File: config.mk
export PLATFORM = sky130hd
export DESIGN_NAME = pct_timer
export DESIGN_NICKNAME = d
export VERILOG_FILES = /design/src/pct_timer.v
export VERILOG_INCLUDE_DIRS = /design/src
export SDC_FILE = /design/constraint.sdc
export NUM_CORES = 1
export LEC_CHECK = 0
export BUFFER_PORTS_ARGS = -buffer_cell sky130_fd_sc_hd__clkbuf_2
export CAP_MARGIN = 20
export CORE_UTILIZATION = 29
export CTS_CLUSTER_DIAMETER = 30
export DETAILED_ROUTE_END_ITERATION = 16
export PLACE_DENSITY = 0.49
export SLEW_MARGIN = 20
export SYNTH_ARGS = -nofsm -noshare
export SYNTH_HDL_FRONTEND = slang
export SYNTH_SLANG_ARGS = --single-unit
File: constraint.sdc
create_clock -name core_clk -period 4.9 [get_ports core_clk]
set_input_delay 0.98 -clock core_clk [delete_from_list [all_inputs] [get_ports core_clk]]
set_output_delay 0.98 -clock core_clk [all_outputs]
set_load 0.05 [all_outputs]
File: src/pct_timer_regs.vh
// Purpose: constants for the PWM and capture/compare timer
// Assumes: byte-wide register port, 20 MHz core clock
// Notes: offsets are byte addresses on the register port
// Function
// - Two period-select bits choose 16, 15, 14 or 13 bit PWM period.
// - Control bit 7 routes PWM to the pin, else pin is data output.
// - Duty bits above the selected resolution are ignored.
// - After a low-byte write, next counter wrap loads the duty buffer.
// - Low-byte write in the same cycle as a wrap does not transfer then.
// - Low-byte write alone arms transfer using the previous high byte.
// - PWM high time in cycles equals the buffered duty value.
// - Shared counter counts every cycle, resets to zero, reads harmless.
// - Counter high write is buffered; low write loads both bytes.
// - Counter low read latches high byte for a later high read.
// - Status register fully readable, low five bits writable only.
// - Overflow flag in bit 5 sets when the counter wraps.
// - Compare flag in bit 6 sets when counter equals compare register.
// - Selected capture edge copies counter and sets capture flag bit 7.
// - On match, output-level bit drives compare pin if misc bit 6 set.
// - Edge bit picks falling or rising; capture needs misc bit 7 set.
// - Control bit 2 enables interrupt request from overflow flag.
// - Control bit 3 enables interrupt request from compare flag.
// - Control bit 4 enables interrupt request from capture flag.
// - Overflow flag clears on status read then counter low read.
// - Compare flag clears on status read then compare low write.
// - Capture flag clears on status read then capture low read.
`ifndef PCT_TIMER_REGS_VH
`define PCT_TIMER_REGS_VH
`define PCT_ADDR_PWM_CTRL 8'h12
`define PCT_ADDR_DUTY_HI 8'h13
`define PCT_ADDR_DUTY_LO 8'h14
`define PCT_ADDR_TCS 8'h15
`define PCT_ADDR_FRC_HI 8'h16
`define PCT_ADDR_FRC_LO 8'h17
`define PCT_ADDR_OCR_HI 8'h18
`define PCT_ADDR_OCR_LO 8'h19
`define PCT_ADDR_ICR_HI 8'h1a
`define PCT_ADDR_ICR_LO 8'h1b
`define PCT_ADDR_MISC 8'h3b
`define PCT_ADDR_PORT_DATA 8'h3c
`define PCT_BIT_PWM_EN 7
`define PCT_BIT_OUTPUT_LEVEL_BIT 0
`define PCT_BIT_EDGE_SELECT_BIT 1
`define PCT_BIT_TOIE 2
`define PCT_BIT_OCIE 3
`define PCT_BIT_ICIE 4
`define PCT_BIT_TOF 5
`define PCT_BIT_OCF 6
`define PCT_BIT_ICF 7
`define PCT_BIT_MISC_TOUT 6
`define PCT_BIT_MISC_TIN 7
`define PCT_OCR_RESET 16'hffff
`define PCT_CNT_MAX 16'hffff
`endif

File: src/pct_timer.v
// Purpose: shared 16-bit counter with PWM, output compare and input capture
// Assumes: one cycle of core_clk is one E cycle; capture pin is asynchronous
// Notes: unmapped reads return zero; write-only registers read as zero
`timescale 1ns/1ps
`include "pct_timer_regs.vh"
module pct_timer (
    core_clk,
    arst_n,
    regAddr,
    regWrData,
    regWrStb,
    regRdStb,
    regRdData,
    capturePin,
    pwmPin,
    compareOutPin,
    compareOutEn,
    timerIrq
);
input wire core_clk;
input wire arst_n;
input wire [7:0] regAddr;
input wire [7:0] regWrData;
input wire regWrStb;
input wire regRdStb;
output reg [7:0] regRdData;
input wire capturePin;
output reg pwmPin;
output reg compareOutPin;
output reg compareOutEn;
output reg timerIrq;

reg [15:0] counter_reg;
reg [7:0] wrBuf_reg;
reg [7:0] rdBuf_reg;
reg [7:0] icrBuf_reg;
reg [7:0] pwmCtrl_reg;
reg [7:0] dutyHi_reg;
reg [7:0] dutyLo_reg;
reg [15:0] dutyBuf_reg;
reg armed_reg;
reg [4:0] ctrl_reg;
reg tof_reg;
reg ocf_reg;
reg icf_reg;
reg tofSeen_reg;
reg ocfSeen_reg;
reg icfSeen_reg;
reg [15:0] ocr_reg;
reg [7:0] ocrHiBuf_reg;
reg [15:0] icr_reg;
reg [7:0] misc_reg;
reg portData_reg;
reg capSync1_reg;
reg capSync2_reg;
reg capPrev_reg;
reg compareLevel_reg;
reg [7:0] rdNext;

wire wrPwmCtrl = regWrStb && regAddr == `PCT_ADDR_PWM_CTRL;
wire wrDutyHi = regWrStb && regAddr == `PCT_ADDR_DUTY_HI;
wire wrDutyLo = regWrStb && regAddr == `PCT_ADDR_DUTY_LO;
wire wrTcs = regWrStb && regAddr == `PCT_ADDR_TCS;
wire wrFrcHi = regWrStb && regAddr == `PCT_ADDR_FRC_HI;
wire wrFrcLo = regWrStb && regAddr == `PCT_ADDR_FRC_LO;
wire wrOcrHi = regWrStb && regAddr == `PCT_ADDR_OCR_HI;
wire wrOcrLo = regWrStb && regAddr == `PCT_ADDR_OCR_LO;
wire wrMisc = regWrStb && regAddr == `PCT_ADDR_MISC;
wire wrPort = regWrStb && regAddr == `PCT_ADDR_PORT_DATA;
wire rdTcs = regRdStb && regAddr == `PCT_ADDR_TCS;
wire rdFrcLo = regRdStb && regAddr == `PCT_ADDR_FRC_LO;
wire rdIcrLo = regRdStb && regAddr == `PCT_ADDR_ICR_LO;

wire wrapEvt = counter_reg == `PCT_CNT_MAX && !wrFrcLo;
// Compare inhibited during a high-byte write of compare or counter
wire matchEvt = counter_reg == ocr_reg && !wrOcrHi && !wrFrcHi;
wire capEdge = misc_reg[`PCT_BIT_MISC_TIN] &&
    (ctrl_reg[`PCT_BIT_EDGE_SELECT_BIT] ? (capSync2_reg && !capPrev_reg) : (!capSync2_reg && capPrev_reg));

function [15:0] resMask;
    input [1:0] sel;
    begin
        case (sel)
            2'b00: resMask = 16'hffff;
            2'b01: resMask = 16'h7fff;
            2'b10: resMask = 16'h3fff;
            default: resMask = 16'h1fff;
        endcase
    end
endfunction

wire [15:0] pwmMask = resMask(pwmCtrl_reg[1:0]);
wire pwmHigh = (counter_reg & pwmMask) < (dutyBuf_reg & pwmMask);

// Read mux; registers that are write-only read back as zero
always @* begin
    if (regAddr == `PCT_ADDR_PWM_CTRL) begin
        rdNext = pwmCtrl_reg;
    end else if (regAddr == `PCT_ADDR_TCS) begin
        rdNext = {icf_reg, ocf_reg, tof_reg, ctrl_reg};
    end else if (regAddr == `PCT_ADDR_FRC_HI) begin
        rdNext = rdBuf_reg;
    end else if (regAddr == `PCT_ADDR_FRC_LO) begin
        rdNext = counter_reg[7:0];
    end else if (regAddr == `PCT_ADDR_OCR_HI) begin
        rdNext = ocr_reg[15:8];
    end else if (regAddr == `PCT_ADDR_OCR_LO) begin
        rdNext = ocr_reg[7:0];
    end else if (regAddr == `PCT_ADDR_ICR_HI) begin
        rdNext = icrBuf_reg;
    end else if (regAddr == `PCT_ADDR_ICR_LO) begin
        rdNext = icr_reg[7:0];
    end else if (regAddr == `PCT_ADDR_MISC) begin
        rdNext = misc_reg;
    end else if (regAddr == `PCT_ADDR_PORT_DATA) begin
        rdNext = {7'h00, portData_reg};
    end else begin
        rdNext = 8'h00;
    end
end

always @(posedge core_clk or negedge arst_n) begin
    if (!arst_n) begin
        regRdData <= 8'h00;
        counter_reg <= 16'h0000;
        wrBuf_reg <= 8'h00;
        rdBuf_reg <= 8'h00;
        icrBuf_reg <= 8'h00;
        pwmCtrl_reg <= 8'h00;
        dutyHi_reg <= 8'h00;
        dutyLo_reg <= 8'h00;
        dutyBuf_reg <= 16'h0000;
        armed_reg <= 1'b0;
        ctrl_reg <= 5'h00;
        tof_reg <= 1'b0;
        ocf_reg <= 1'b0;
        icf_reg <= 1'b0;
        tofSeen_reg <= 1'b0;
        ocfSeen_reg <= 1'b0;
        icfSeen_reg <= 1'b0;
        ocr_reg <= `PCT_OCR_RESET;
        ocrHiBuf_reg <= 8'hff;
        icr_reg <= 16'h0000;
        misc_reg <= 8'h00;
        portData_reg <= 1'b0;
        capSync1_reg <= 1'b0;
        capSync2_reg <= 1'b0;
        capPrev_reg <= 1'b0;
        compareLevel_reg <= 1'b0;
        pwmPin <= 1'b0;
        compareOutPin <= 1'b0;
        compareOutEn <= 1'b0;
        timerIrq <= 1'b0;
    end else begin
        regRdData <= regRdStb ? rdNext : 8'h00;
        capSync1_reg <= capturePin;
        capSync2_reg <= capSync1_reg;
        capPrev_reg <= capSync2_reg;
        if (wrPwmCtrl) begin
            pwmCtrl_reg <= {regWrData[7], 5'h00, regWrData[1:0]};
        end
        if (wrMisc) begin
            misc_reg <= regWrData;
        end
        if (wrPort) begin
            portData_reg <= regWrData[0];
        end
        if (wrTcs) begin
            ctrl_reg <= regWrData[4:0];
        end
        if (wrFrcHi) begin
            wrBuf_reg <= regWrData;
        end
        if (wrFrcLo) begin
            counter_reg <= {wrBuf_reg, regWrData};
        end else begin
            counter_reg <= counter_reg + 16'h0001;
        end
        if (rdFrcLo) begin
            rdBuf_reg <= counter_reg[15:8];
        end
        if (rdIcrLo) begin
            icrBuf_reg <= icr_reg[15:8];
        end
        if (wrOcrHi) begin
            ocrHiBuf_reg <= regWrData;
        end
        if (wrOcrLo) begin
            ocr_reg <= {ocrHiBuf_reg, regWrData};
        end
        if (wrDutyHi) begin
            dutyHi_reg <= regWrData;
        end
        if (wrDutyLo) begin
            dutyLo_reg <= regWrData;
        end
        if (wrDutyLo) begin
            armed_reg <= 1'b1;
        end else if (wrapEvt && armed_reg) begin
            armed_reg <= 1'b0;
            dutyBuf_reg <= {dutyHi_reg, dutyLo_reg};
        end
        if (capEdge) begin
            icr_reg <= counter_reg;
        end
        // Arm clear after a status read that saw the flag; set beats clear
        if (rdTcs) begin
            tofSeen_reg <= tof_reg;
            ocfSeen_reg <= ocf_reg;
            icfSeen_reg <= icf_reg;
        end
        if (wrapEvt) begin
            tof_reg <= 1'b1;
        end else if (rdFrcLo && tofSeen_reg) begin
            tof_reg <= 1'b0;
            tofSeen_reg <= 1'b0;
        end
        if (matchEvt) begin
            ocf_reg <= 1'b1;
        end else if (wrOcrLo && ocfSeen_reg) begin
            ocf_reg <= 1'b0;
            ocfSeen_reg <= 1'b0;
        end
        if (capEdge) begin
            icf_reg <= 1'b1;
        end else if (rdIcrLo && icfSeen_reg) begin
            icf_reg <= 1'b0;
            icfSeen_reg <= 1'b0;
        end
        if (matchEvt) begin
            compareLevel_reg <= ctrl_reg[`PCT_BIT_OUTPUT_LEVEL_BIT];
        end
        compareOutPin <= matchEvt ? ctrl_reg[`PCT_BIT_OUTPUT_LEVEL_BIT] : compareLevel_reg;
        compareOutEn <= misc_reg[`PCT_BIT_MISC_TOUT];
        pwmPin <= pwmCtrl_reg[`PCT_BIT_PWM_EN] ? pwmHigh : portData_reg;
        timerIrq <= (tof_reg && ctrl_reg[`PCT_BIT_TOIE]) ||
            (ocf_reg && ctrl_reg[`PCT_BIT_OCIE]) ||
            (icf_reg && ctrl_reg[`PCT_BIT_ICIE]);
    end
end
endmodule // pct_timer

==> run summary <==
Congestion Overflow GR: 0
First-pass GRT wire length: 32900 um
Worst vdd ir: 242 uV
Final min period: 3.22 ns
Req. time, crit path: 5.21 ns
Slew HR: 47.8%
Setup bufs post-CTS: 0
Clock Pin Slew Worst Setup and Hold Paths: 0.06 ns
Yosys warning total: 0
Total track usage: 17.3%
CTS tree: done
Async SR Flop Fraction: 100%
Power density cells: 396 nW/um^2
Final Max Tran Viols: 0
Synth cell types: 62
Ys flop type: dfrtp_1
Sequential fraction of the synthesis area: 51.8%
Critical path capture point type: flip-flop
Initial antenna violation count: 0
CTS Sinks: 151
Critical Path AT: 3.53 ns
Layout cell share with drive strength beyond 1: 33.7%
Post-synth EDFFs: 0
Worst reg2reg setup slack: 2.18 ns
Mapped cell area: 7350 um^2
Final Cycle Share: 65.7%
Cell Rows: 57
1st-iter DRT viols: 285
Post-cts resize count: 0
Root Buffer: clkbuf_16
Die X: 161 um
F_max: 0.310 GHz
Clock skew: 0.0103 ns
Design Area, Final: 8470 um^2
Gpl congestion: 0.872
Antenna Nets Post-Route: 0
Final #Nets: 688
CP startpoint kind: input pin
# hold bufs at CTS: 0
Placed instance count: 956
Leak: 3.86 nW
Post-DP Area: 7830 um^2
Starting Density: 29.9%
Final wirelength: 21100 um
Syn Area/Cell: 11.9 um^2
Die Y-Extent: 161 um
Max Root-Sink Buffers: 2
Die ar.: 26000 um^2
Layout area overhead: 15.3%
Net count after synthesis: 657
Total number of vias: 5008
Routed len/inst: 21.4 um
Final setup fails: 0
Worst slew pin tran: 0.777 ns
CP Max Fanout: 16
CTS Buf Count: 17
Worst hold slack: 0.352 ns
Fin. Hold Viols: 0
Maxcap violations: 0
Non-Filler Instances: 988
Largest net degree at the start of global routing: 83
Vias in the first global route: 5181
Worst setup path category: input pin to flip-flop
IO Count: 33
Antenna fix cells: 0
Synthesized flop and latch total: 151
H-tree depth: 4
Core area: 24600 um^2
DRC violations left: 0
Post-DP HPWL: 15000 um
RSZ-0062 raised after global routing: no
# port buffers: 32
Vias per cell: 5.07
Clock Latency Late Sink: 0.43 ns
Worst Hold Class: flip-flop to flip-flop
Worst setup margin: 1.68 ns
Total negative slack: 0 ns
Status: completed
Total iterations of the first detailed-routing run: 5
Cell count after synthesis: 620
Pre-CTS WS: 1.24 ns
## cells in the mapped netlist (all sizes together) (4+ instances only)
cell	n	area [um^2]
o221ai	4	35.0
dfstp	24	631
mux2i	4	40.0
mux2	119	1380
dfrtp	127	3180
nor4	5	37.5
a21oi	39	195
xor2	6	52.6
inv	27	101
clkbuf	15	60.1
nor2	34	128
xnor2	24	210
a211oi	4	30.0
nand3	17	85.1
o21ai	20	100
nor3	11	81.3
nand4	8	50.1
nand2b	12	75.1
buf	14	92.6
ha	16	200
nor2b	5	31.3
nand2	32	120
and3	5	31.3
## cells in the final DEF (no fill, tap or decap), types with 4 or more instances in the layout
master,netlist,layout
nand2_1,32,32
nor3_1,7,7
nor2b_1,5,5
a21oi_1,39,39
and3_1,5,5
clkbuf_16,0,17
xnor2_1,24,24
nand4_1,8,8
o21ai_0,19,19
nor4_1,4,4
dfrtp_1,127,127
mux2_4,10,10
o221ai_1,4,4
ha_1,16,16
nor2_1,34,34
bufinv_16,0,4
nand3_1,17,17
mux2_2,109,109
inv_6,0,5
buf_4,2,9
xor2_1,6,6
nand2b_1,12,12
inv_1,27,27
mux2i_1,4,4
a211oi_1,4,4
clkbuf_2,3,31
dfstp_2,24,24
## per-stage QoR
stage	total power, mW	util (%)
floorplan	1.75	-
global placement	1.94	31.8
detailed placement	1.95	31.8
CTS	3.39	34.4
global route	3.50	34.4
finish	3.36	34.4
## worst max-delay path, stage by stage
cell,delay [ns]
clkbuf_2,0.21
or4b_1,0.82
nor2_1,0.24
nand2_1,0.33
or3b_1,0.27
buf_4,0.28
mux2_2,0.38
## layer usage
metal / share of wire (%) / wire, um / track usage, %
met4: 2.1 / 450 / 5.83
met3: 4.2 / 883 / 3.70
met2: 46 / 9790 / 26.7
met5: 0 / 0 / 0
met1: 47 / 9990 / 23.8
## path summary, 6_finish.rpt
check | depth (start not counted) | to | startpoint
setup / recovery | 7 | dutyBuf_reg[2] | regAddr[5]
hold / removal | 0 | capSync2_reg | capSync1_reg
setup reg to reg | 7 | dutyBuf_reg[15] | counter_reg[1]
hold reg to reg | 0 | capSync2_reg | capSync1_reg
max in group asynchronous | 2 | icrBuf_reg[4] | arst_n
min in group asynchronous | 1 | counter_reg[2] | arst_n
## where the power goes
| part | switching (mW) | leakage (nW) | internal, mW |
|---|---|---|---|
| Clock | 0.567 | 0.303 | 0.865 |
| Sequential | 0.185 | 1.97 | 1.34 |
| Combinational | 0.205 | 1.58 | 0.189 |
## logic make-up (layout without fill, tap and decap cells)
| logic type | Yosys count | in the layout | synth area share (%) |
|---|---|---|---|
| AOI/OAI and AO/OA | 96 | 96 | 8.24 |
| xor gates and xnor gates | 30 | 30 | 3.58 |
| adders and majority gates | 16 | 16 | 2.72 |
| buffers and inverters | 56 | 100 | 3.46 |
| DFF | 151 | 151 | 51.8 |
| muxes | 123 | 123 | 19.3 |
| and+or+nand+nor | 148 | 148 | 10.9 |
## final cells by class
type	count	area [um^2]
Inverter	27	101
Clock inverter	15	215
Multi-Input combinational cell	413	3280
Tap cell	324	405
Sequential cell	151	3810
Timing Repair Buffer	41	234
Clock buffer	17	425
Fill cell	2440	16100
Power figures use the tool's default switching activity.
